<file path="src/shared/pio_pkg.sv">
`default_nettype none
package pio_pkg;
    localparam int unsigned ADDR_W = 3;
    localparam int unsigned DATA_W = 8;

    // byte offsets from the board base
    localparam logic [2:0] OFS_PORT_A  = 3'h0;
    localparam logic [2:0] OFS_PORT_B  = 3'h1;
    localparam logic [2:0] OFS_PORT_C  = 3'h2;
    localparam logic [2:0] OFS_SETUP   = 3'h3;
    localparam logic [2:0] OFS_IRQ_CFG = 3'h4;
    localparam logic [2:0] OFS_IRQ_STS = 3'h5;

    // port_setup_command fields
    localparam int unsigned CMD_KIND_BIT   = 7;
    localparam int unsigned DIR_C_LOW_BIT  = 0;
    localparam int unsigned DIR_B_BIT      = 1;
    localparam int unsigned DIR_C_HIGH_BIT = 3;
    localparam int unsigned DIR_A_BIT      = 4;
    localparam int unsigned LINE_LEVEL_BIT = 0;
    localparam int unsigned LINE_IDX_LSB   = 1;
    localparam int unsigned LINE_IDX_MSB   = 3;

    // irq_configuration fields
    localparam int unsigned TRIG_LO_BIT  = 0;
    localparam int unsigned TRIG_HI_BIT  = 1;
    localparam int unsigned IRQ_ALLOW_BIT = 2;

    // irq_pending_status fields
    localparam int unsigned PEND_PRI_BIT = 0;
    localparam int unsigned PEND_SEC_BIT = 4;

    // interrupt source line on port A
    localparam int unsigned IRQ_SRC_BIT = 0;

    // reset values
    localparam logic       DIR_RESET       = 1'b1;
    localparam logic [7:0] OUT_RESET       = 8'h00;
    localparam logic       ALLOW_RESET     = 1'b0;
    localparam logic [7:0] RDATA_RESET     = 8'h00;

    typedef enum logic [1:0] {
        PIO_TRIG_LOW  = 2'b00,
        PIO_TRIG_HIGH = 2'b01,
        PIO_TRIG_FALL = 2'b10,
        PIO_TRIG_RISE = 2'b11
    } pio_trig_e;
endpackage
`default_nettype wire

</file>
<file path="src/hdl/pio_sync.sv">
`timescale 1ns/10ps
`default_nettype none
// three-stage pin synchroniser; output moves only when stages 2 and 3 agree
module pio_sync #(
    parameter int unsigned WIDTH = 8
) (
    input  wire logic             mclk_in,
    input  wire logic             reset_in,
    input  wire logic [WIDTH-1:0] pin_in,
    output logic      [WIDTH-1:0] level_out
);
    logic [WIDTH-1:0] stage1;
    logic [WIDTH-1:0] stage2;
    logic [WIDTH-1:0] stage3;

    always_ff @(posedge mclk_in or posedge reset_in) begin
        if (reset_in) begin
            stage1 <= '1;
            stage2 <= '1;
            stage3 <= '1;
        end else begin
            stage1 <= pin_in;
            stage2 <= stage1;
            stage3 <= stage2;
        end
    end

    // undriven pins are pulled up, so idle level is one
    always_ff @(posedge mclk_in or posedge reset_in) begin
        if (reset_in) begin
            level_out <= '1;
        end else begin
            for (int i = 0; i < WIDTH; i++) begin
                if (stage2[i] == stage3[i]) begin
                    level_out[i] <= stage3[i];
                end
            end
        end
    end
endmodule
`default_nettype wire

</file>
<file path="src/hdl/pio_top.sv">
// Contract
// - bit 7 high: setup byte sets A, B, C-high, C-low directions, 1 = input
// - after reset every port and both C halves are inputs
// - setup byte with bit 7 low addresses one port C line by bits 3..1
// - bit 0 of that byte is the new line level; other C lines kept
// - interrupt allow bit gates requests and resets to zero
// - two-bit trigger field: low, high, falling, rising on codes 00..11
// - reading the status register returns pending and clears it
// - pending reads as one at bits 0 and 4, zero otherwise
// - interrupt condition watches port A line 0 only
// - output registers take writes in any direction and keep them
// - split port C reads pins for input half, driven value for output half
`timescale 1ns/10ps
`default_nettype none
module pio_top (
    input  wire logic       mclk_in,
    input  wire logic       reset_in,
    input  wire logic [2:0] addr_in,
    input  wire logic       wr_in,
    input  wire logic       rd_in,
    input  wire logic [7:0] wdata_in,
    output logic      [7:0] rdata_out,
    input  wire logic [7:0] port_a_in,
    output logic      [7:0] port_a_out,
    output logic      [7:0] port_a_oe_out,
    input  wire logic [7:0] port_b_in,
    output logic      [7:0] port_b_out,
    output logic      [7:0] port_b_oe_out,
    input  wire logic [7:0] port_c_in,
    output logic      [7:0] port_c_out,
    output logic      [7:0] port_c_oe_out,
    output logic            irq_out
);
    logic [7:0] pin_a;
    logic [7:0] pin_b;
    logic [7:0] pin_c;
    logic       dir_a_sel;
    logic       dir_b_sel;
    logic       dir_c_low_sel;
    logic       dir_c_high_sel;
    logic       irq_allow;
    logic [1:0] trigger_type;
    logic       pending;
    logic       src_prev;
    logic       trig_event;
    logic       status_read;
    logic       wr_setup;
    logic [7:0] next_rdata;

    pio_sync #(.WIDTH(8)) u_sync_a (
        .mclk_in   (mclk_in),
        .reset_in  (reset_in),
        .pin_in    (port_a_in),
        .level_out (pin_a)
    );

    pio_sync #(.WIDTH(8)) u_sync_b (
        .mclk_in   (mclk_in),
        .reset_in  (reset_in),
        .pin_in    (port_b_in),
        .level_out (pin_b)
    );

    pio_sync #(.WIDTH(8)) u_sync_c (
        .mclk_in   (mclk_in),
        .reset_in  (reset_in),
        .pin_in    (port_c_in),
        .level_out (pin_c)
    );

    // input pins where the direction is input, else the driven value
    function automatic logic [7:0] merge_read(
        input logic [7:0] pins,
        input logic [7:0] driven,
        input logic [7:0] in_mask
    );
        merge_read = (pins & in_mask) | (driven & ~in_mask);
    endfunction

    assign wr_setup    = wr_in && (addr_in == pio_pkg::OFS_SETUP);
    assign status_read = rd_in && (addr_in == pio_pkg::OFS_IRQ_STS);

    // direction selections, all input from reset
    always_ff @(posedge mclk_in or posedge reset_in) begin
        if (reset_in) begin
            dir_a_sel      <= pio_pkg::DIR_RESET;
            dir_b_sel      <= pio_pkg::DIR_RESET;
            dir_c_low_sel  <= pio_pkg::DIR_RESET;
            dir_c_high_sel <= pio_pkg::DIR_RESET;
            port_a_oe_out  <= '0;
            port_b_oe_out  <= '0;
            port_c_oe_out  <= '0;
        end else if (wr_setup && wdata_in[pio_pkg::CMD_KIND_BIT]) begin
            // bits 2, 5 and 6 play no part
            dir_a_sel      <= wdata_in[pio_pkg::DIR_A_BIT];
            dir_b_sel      <= wdata_in[pio_pkg::DIR_B_BIT];
            dir_c_low_sel  <= wdata_in[pio_pkg::DIR_C_LOW_BIT];
            dir_c_high_sel <= wdata_in[pio_pkg::DIR_C_HIGH_BIT];
            port_a_oe_out  <= {8{~wdata_in[pio_pkg::DIR_A_BIT]}};
            port_b_oe_out  <= {8{~wdata_in[pio_pkg::DIR_B_BIT]}};
            port_c_oe_out  <= {{4{~wdata_in[pio_pkg::DIR_C_HIGH_BIT]}},
                               {4{~wdata_in[pio_pkg::DIR_C_LOW_BIT]}}};
        end
    end

    // output registers for A and B take writes regardless of direction
    always_ff @(posedge mclk_in or posedge reset_in) begin
        if (reset_in) begin
            port_a_out <= pio_pkg::OUT_RESET;
            port_b_out <= pio_pkg::OUT_RESET;
        end else if (wr_in) begin
            if (addr_in == pio_pkg::OFS_PORT_A) begin
                port_a_out <= wdata_in;
            end
            if (addr_in == pio_pkg::OFS_PORT_B) begin
                port_b_out <= wdata_in;
            end
        end
    end

    // port C: whole-byte write or single-line command
    always_ff @(posedge mclk_in or posedge reset_in) begin
        if (reset_in) begin
            port_c_out <= pio_pkg::OUT_RESET;
        end else if (wr_in && addr_in == pio_pkg::OFS_PORT_C) begin
            // both halves stored even when one is input
            port_c_out <= wdata_in;
        end else if (wr_setup && !wdata_in[pio_pkg::CMD_KIND_BIT]) begin
            port_c_out[wdata_in[pio_pkg::LINE_IDX_MSB:pio_pkg::LINE_IDX_LSB]]
                <= wdata_in[pio_pkg::LINE_LEVEL_BIT];
        end
    end

    // interrupt configuration
    always_ff @(posedge mclk_in or posedge reset_in) begin
        if (reset_in) begin
            irq_allow    <= pio_pkg::ALLOW_RESET;
            trigger_type <= pio_pkg::PIO_TRIG_LOW;
        end else if (wr_in && addr_in == pio_pkg::OFS_IRQ_CFG) begin
            irq_allow    <= wdata_in[pio_pkg::IRQ_ALLOW_BIT];
            trigger_type <= {wdata_in[pio_pkg::TRIG_HI_BIT],
                             wdata_in[pio_pkg::TRIG_LO_BIT]};
        end
    end

    always_ff @(posedge mclk_in or posedge reset_in) begin
        if (reset_in) begin
            src_prev <= 1'b1;
        end else begin
            src_prev <= pin_a[pio_pkg::IRQ_SRC_BIT];
        end
    end

    always_comb begin
        case (pio_pkg::pio_trig_e'(trigger_type))
            pio_pkg::PIO_TRIG_LOW:
                trig_event = !pin_a[pio_pkg::IRQ_SRC_BIT];
            pio_pkg::PIO_TRIG_HIGH:
                trig_event = pin_a[pio_pkg::IRQ_SRC_BIT];
            pio_pkg::PIO_TRIG_FALL:
                trig_event = src_prev && !pin_a[pio_pkg::IRQ_SRC_BIT];
            pio_pkg::PIO_TRIG_RISE:
                trig_event = !src_prev && pin_a[pio_pkg::IRQ_SRC_BIT];
            default:
                trig_event = 1'b0;
        endcase
    end

    // a held level keeps pending set through a clearing read;
    // a new event in the read cycle wins over the clear
    always_ff @(posedge mclk_in or posedge reset_in) begin
        if (reset_in) begin
            pending <= 1'b0;
        end else begin
            pending <= trig_event || (pending && !status_read);
        end
    end

    always_ff @(posedge mclk_in or posedge reset_in) begin
        if (reset_in) begin
            irq_out <= 1'b0;
        end else begin
            irq_out <= pending && irq_allow;
        end
    end

    always_comb begin
        next_rdata = 8'h00;
        case (addr_in)
            pio_pkg::OFS_PORT_A:
                next_rdata = merge_read(pin_a, port_a_out, {8{dir_a_sel}});
            pio_pkg::OFS_PORT_B:
                next_rdata = merge_read(pin_b, port_b_out, {8{dir_b_sel}});
            pio_pkg::OFS_PORT_C:
                next_rdata = merge_read(pin_c, port_c_out,
                    {{4{dir_c_high_sel}}, {4{dir_c_low_sel}}});
            pio_pkg::OFS_IRQ_CFG: begin
                next_rdata[pio_pkg::IRQ_ALLOW_BIT] = irq_allow;
                next_rdata[pio_pkg::TRIG_HI_BIT]   = trigger_type[1];
                next_rdata[pio_pkg::TRIG_LO_BIT]   = trigger_type[0];
            end
            pio_pkg::OFS_IRQ_STS: begin
                next_rdata[pio_pkg::PEND_PRI_BIT] = pending;
                next_rdata[pio_pkg::PEND_SEC_BIT] = pending;
            end
            default:
                next_rdata = 8'h00;
        endcase
    end

    // read data held until the next read
    always_ff @(posedge mclk_in or posedge reset_in) begin
        if (reset_in) begin
            rdata_out <= pio_pkg::RDATA_RESET;
        end else if (rd_in) begin
            rdata_out <= next_rdata;
        end
    end
endmodule
`default_nettype wire

</file>
<file path="config.mk">
export PLATFORM = sky130hd
export DESIGN_NAME = pio_top
export DESIGN_NICKNAME = d
export VERILOG_FILES = /design/src/shared/pio_pkg.sv /design/src/hdl/pio_sync.sv /design/src/hdl/pio_top.sv
export SDC_FILE = /design/constraint.sdc
export NUM_CORES = 1
export LEC_CHECK = 0
export ABC_AREA = 1
export ABC_CLOCK_PERIOD_IN_PS = 12700
export BUFFER_PORTS_ARGS = -buffer_cell sky130_fd_sc_hd__buf_2
export CORE_MARGIN = 4
export CORE_UTILIZATION = 59
export CTS_CLUSTER_DIAMETER = 50
export DETAILED_ROUTE_END_ITERATION = 8
export GPL_TIMING_DRIVEN = 1
export PLACE_DENSITY = 0.92
export REMOVE_ABC_BUFFERS = 1
export SLEW_MARGIN = 20
export SYNTH_ARGS = -nofsm -noshare
export SYNTH_HDL_FRONTEND = slang
export SYNTH_SLANG_ARGS = --single-unit
</file>
<file path="constraint.sdc">
create_clock -name mclk_in -period 12.7 [get_ports mclk_in]
set_input_delay 1.905 -clock mclk_in [delete_from_list [all_inputs] [get_ports mclk_in]]
set_output_delay 1.905 -clock mclk_in [all_outputs]
set_load 0.03 [all_outputs]
</file>
### Word level (Yosys, flattened, before mapping)

Index checks and enable logic that the tools add are counted.

| operators by class | value |
|---|---|
| muxes and demuxes | 11 |
| equality and inequality tests | 32 |
| reduce and logical (&&, ||, !) cells | 21 |
| bitwise logic cells | 16 |
| order comparisons | 2 |

Operators with widths:

| cell | number |
|---|---|
| 8-bit bitwise AND | 6 |
| 1-bit == test | 24 |
| 8-bit NOT | 3 |
| 8-bit OR | 3 |
| 8-bit two-way mux | 2 |
| 1-bit logical AND | 11 |
| 3-bit case mux with 3 select lines | 1 |
| 8-bit bitwise mux | 1 |
| 1-bit case mux with 4 select lines | 2 |
| 2-bit case mux with 4 select lines | 1 |
| 3-bit by 2-bit == test with 1-bit output, second input constant | 2 |
| 3-bit == test, second input constant | 2 |
| 1-bit case mux with 5 select lines | 1 |
| 2-bit == test, second input constant | 2 |
| 1-bit logical NOT | 4 |
| 3-bit by 4-bit less-than comparator with 1-bit output, second input constant | 1 |
| 1-bit NOT | 4 |
| 2-bit AND reduction | 2 |
| 1-bit demux with 3-bit select | 1 |
| 3-bit by 1-bit == test with 1-bit output, second input constant | 1 |
| 3-bit by 1-bit greater-or-equal comparator with 1-bit output, second input constant | 1 |
| 3-bit logical NOT | 1 |
| 1-bit case mux with 3 select lines | 1 |
| 2-bit by 1-bit == test with 1-bit output, second input constant | 1 |
| other kinds (4) | 4 |

| word-level totals | value |
|---|---|
| output and inout bits | 57 |
| register bits after elaboration | 145 |
| input bits | 39 |
| logic and storage cells | 131 |

### Depth between registers and ports, before layout

| depth | value |
|---|---|
| depth after elaboration | 7 |
| mapped depth | 10 |
| gate-level depth less buffers | 9 |

### By module

From an unflattened synthesis, not the netlist that was laid out.

| second synthesis, totals | value |
|---|---|
| cells, all modules | 566 |
| area, all modules | 5,554.1 um^2 |

Modules (own cells, without submodules):

| module | area an instance (um^2) | cells an instance | seq. area each (um^2) | instances |
|---|---|---|---|---|
| pio_sync | 974.7 | 65 | 840.8 | 3 |
| pio_top | 2,630.0 | 371 | 1,157.4 | 1 |

### Worst setup path before layout

No wires, ideal clock.

| path | value |
|---|---|
| path kind | in2reg |
| start | input addr_in[2] |
| end | register port_a_out[1] |
| arrival | 2,694 ps |
| library setup time | 127 ps |
| path buffers | 2 |
| path slack | 9,878 ps |
| cell stages on the path | 8 |
| required time | 12,573 ps |
| cells stage by stage | buf_4 > inv_1 > nand2_1 > nor2_1 > nand2_2 > buf_2 > nand2_1 > o21ai_1 |

| between the ends | value |
|---|---|
| word-level cells in the longest chain between the ends | 2 |

Ends and longest elaborated chain:

| item | line | text |
|---|---|---|
| start, declared | pio_top.sv:18 | `input wire logic [2:0] addr_in,` |
| 3-bit logical NOT | pio_top.sv:112 | `if (addr_in == pio_pkg::OFS_PORT_A) begin` |
| 2-bit AND reduction (no line) | -- |  |
| end signal, assigned | pio_top.sv:109 | `port_a_out <= pio_pkg::OUT_RESET;` |
| end signal, assigned | pio_top.sv:113 | `port_a_out <= wdata_in;` |
| end, declared | pio_top.sv:24 | `output logic [7:0] port_a_out,` |

No other way between the ends.
A chain may end at the register's enable or synchronous reset.

### Worst setup path after layout

| path | value |
|---|---|
| start | register, netlist name port_b_oe_out[0] |
| end | output port_b_oe_out[2] |

RTL lines:

| item | line | text |
|---|---|---|
| end, declared | pio_top.sv:28 | `output logic [7:0] port_b_oe_out,` |

No word-level cell between the ends.

==> parameters.txt <==
Parameter                              Value

Status
  Outcome ... finished clean

Die
  DIE AREA ... 0.0110 sq mm
  Starting density of the core ... 0.605
  Die Width ... 105 um
  Height of the die ... 105 um
  Total I/O pin count ... 96
  Number of rows in the core area ... 35
  Area inside the core boundary ... 0.00920 sq mm

Worst setup path
  Critical path's slowest cell ... dfrtp_1
  Slowest Stage Delay on Critical Path ... 0.43 ns
  Type of destination of the critical path ... output port
  Logic depth of the worst register-to-register path ... 7
  Number of buffer and inverter stages on the critical path ... 1
  Arrival time worst endpoint ... 1.20 ns
  Crit Path Class ... reg2out
  Logic depth of the worst setup path including buffers ... 1
  Kind of cell adding the most delay to the critical path ... flip-flops
  Worst reg2reg endpoint ... rdata_out[5]
  Start of the worst register-to-register path ... dir_b_sel
  Startpoint type of the worst setup path ... flop
  Worst setup slack for register-to-register paths ... 11.22 ns
  Chain of cells forming the critical path ... buf_2
  Crit-path max FO ... 9
  Worst endpoint required time ... 10.80 ns

Clocking
  Resized cells post-CTS ... 0
  Maximum level of the CTS H-tree ... 4
  Clock sinks ... 142
  Clock tree from TritonCTS ... done
  Hold buffer count at CTS ... 0
  Num CTS Buffers ... 17
  CTS root buf ... clkbuf_8
  Clock slew at reported path FFs ... 0.06 ns
  Clock Tree Buf Depth ... 2
  Post CTS Setup Buffer Count ... 0
  Source-to-sink clock delay at the later pin of the worst-skew pair ... 0.52 ns

STA
  Peak Freq ... 0.322 GHz
  Final worst path period need ... 3.11 ns
  Remaining max-slew budget at the tightest pin ... 0.423
  Measured slew at the worst slew-check pin ... 0.866 ns
  Final clock skew ... 0.00596 ns
  Total negative slack ... 0 ns
  Setup Viol. Count Final ... 0
  Worst Hold Margin ... 0.350 ns
  Count of pins over their slew limit ... 0
  Number of failing hold endpoints at the final stage ... 0
  Setup repair after global routing missed its margin ... false
  Final Cycle Share ... 0.245

Final layout
  Fraction of layout cells with a size suffix above 1 ... 0.394
  Growth of design area from synthesis to finish ... 17.7%
  Antenna Cells ... 0
  Count of placed standard cells in the final layout, fillers left out ... 733
  NumNets Final ... 648

Synthesis
  Leading register cell type out of synthesis ... dfstp_2
  Most used standard cells in the synthesized netlist ... nand2_1, dfstp_2, inv_1
  Share of flip-flops with an asynchronous set or reset after synthesis ... 1.00
  Top-count cell post-synth ... nand2_1
  Count of distinct cell types in the synthesized netlist ... 23
  FF+latch count, synth ... 142
  Fraction of the yosys area taken by sequential cells ... 0.662
  Yosys warns ... 0
  Area contributors post-synth ... dfstp_2, dfrtp_1, nand2_1
  Number of cells produced by synthesis ... 525
  Post-synth EDFFs ... 0
  Yosys top cell by area ... dfstp_2
  Synth top area share ... 0.477
  Average cell area after synthesis ... 10.6 sq um
  Synthesized cell area ... 0.00556 sq mm

Global routing
  Wire length of the first global-routing pass ... 19200 um
  Total GRT Usage ... 0.221
  Initial antenna violation count ... 0
  Total congestion overflow after global routing ... 0
  Largest net degree at the start of global routing ... 76
  Vias in the first global route ... 3980

Pwr
  Maximum VDD drop ... 0.128 mV
  PwrDens ... 189 mW/mm^2
  Static leakage ... 3.23 nW

Min path
  Hold path depth ... 0
  Hold Path Origin ... u_sync_c.stage1[1]
  Worst Hold Endpoint ... u_sync_c.stage2[1]
  Class of the most critical hold timing path ... reg2reg

Routing
  Routed wire length ... 11300 um
  Total number of vias ... 3850
  Count of TritonRoute iterations in the first routing pass ... 8
  M1 WL ... 4450 um
  Met3 WL ... 851 um
  Iter 0 DRT Violations ... 296
  Top metal layer carrying routed signals ... met4
  Post-detailed-route count of antenna-violating nets ... 0
  Total length of routed met2 wires ... 5610 um
  Final routed DRC violation total ... 0
  Routed length per instance ... 15.4 um
  Detailed-route vias per instance ... 5.25

Run
  Max_cap viols ... 0

Placement
  IO Port Bufs ... 95
  Dpl cells ... 701
  Last weighted congestion value of the routability-driven placer ... 0.883
  HPWL after DPL ... 7830 um
## area by class of cell
cell class	instances	area [sq um]
clock inverters	14	169
well taps	111	139
clock buffers	18	418
fillers	597	2650
multi-input cells	307	1490
inverters	45	171
repair buffers	96	483
flip-flops and latches	142	3680
## layer usage
metal  global-route usage  up-vias
li1                     -     1798
met1                0.272     1839
met2                0.350      172
met3               0.0710       41
met4                0.116        0
met5                    0        -
## worst max-delay path by stage
stage / start / to / slack, ns
6_report: port_b_oe_out[0] / port_b_oe_out[2] / 9.59
2_1_floorplan: reset_in / irq_allow / 7.15
4_1_cts: port_b_oe_out[0] / port_b_oe_out[2] / 9.57
3_5_place_dp: reset_in / port_a_out[3] / 9.18
3_3_place_gp: reset_in / rdata_out[6] / 9.24
5_1_grt: port_b_oe_out[0] / port_b_oe_out[2] / 9.53
## cell usage in the layout, fill, tap and decap left out, types with 3 or more instances in the layout
cell type  instances
nand2_1          176
dfstp_2          101
buf_2             95
inv_1             43
dfrtp_1           41
nor2_1            28
maj3_1            24
nand3_1           20
o21ai_1           16
clkbuf_16         16
o21ai_0           13
o21ai_2            8
inv_6              6
a21oi_1            5
nand3b_1           5
nor2_4             3
nand2_2            3
inv_8              3
## stage by stage
step	power (mW)	utilization	worst slack [ns]	instance area, sq um
2_1_floorplan	0.681	-	7.15	5340
3_3_place_gp	0.746	0.648	9.24	5960
4_1_cts	1.24	0.712	9.57	6550
6_report	1.23	0.712	9.59	6550
5_1_grt	1.29	0.712	9.53	6550
3_5_place_dp	0.754	0.648	9.18	5960
## report_power, final
group	internal, mW	switching, mW	total, mW
Clock	0.287	0.198	0.485
Combinational	0.0577	0.143	0.201
Sequential	0.514	0.0350	0.549
## kinds of logic (layout without fill, tap and decap cells)
logic type | count (synthesis) | in the layout | share of synthesized area
and+or+nand+nor | 238 | 238 | 0.177
adders and majority gates | 24 | 24 | 0.0432
AOI/OAI and AO/OA | 45 | 45 | 0.0475
buffers and inverters | 76 | 173 | 0.0709
DFF | 142 | 142 | 0.662
Note: power is estimated with default switching activity, not from simulation.
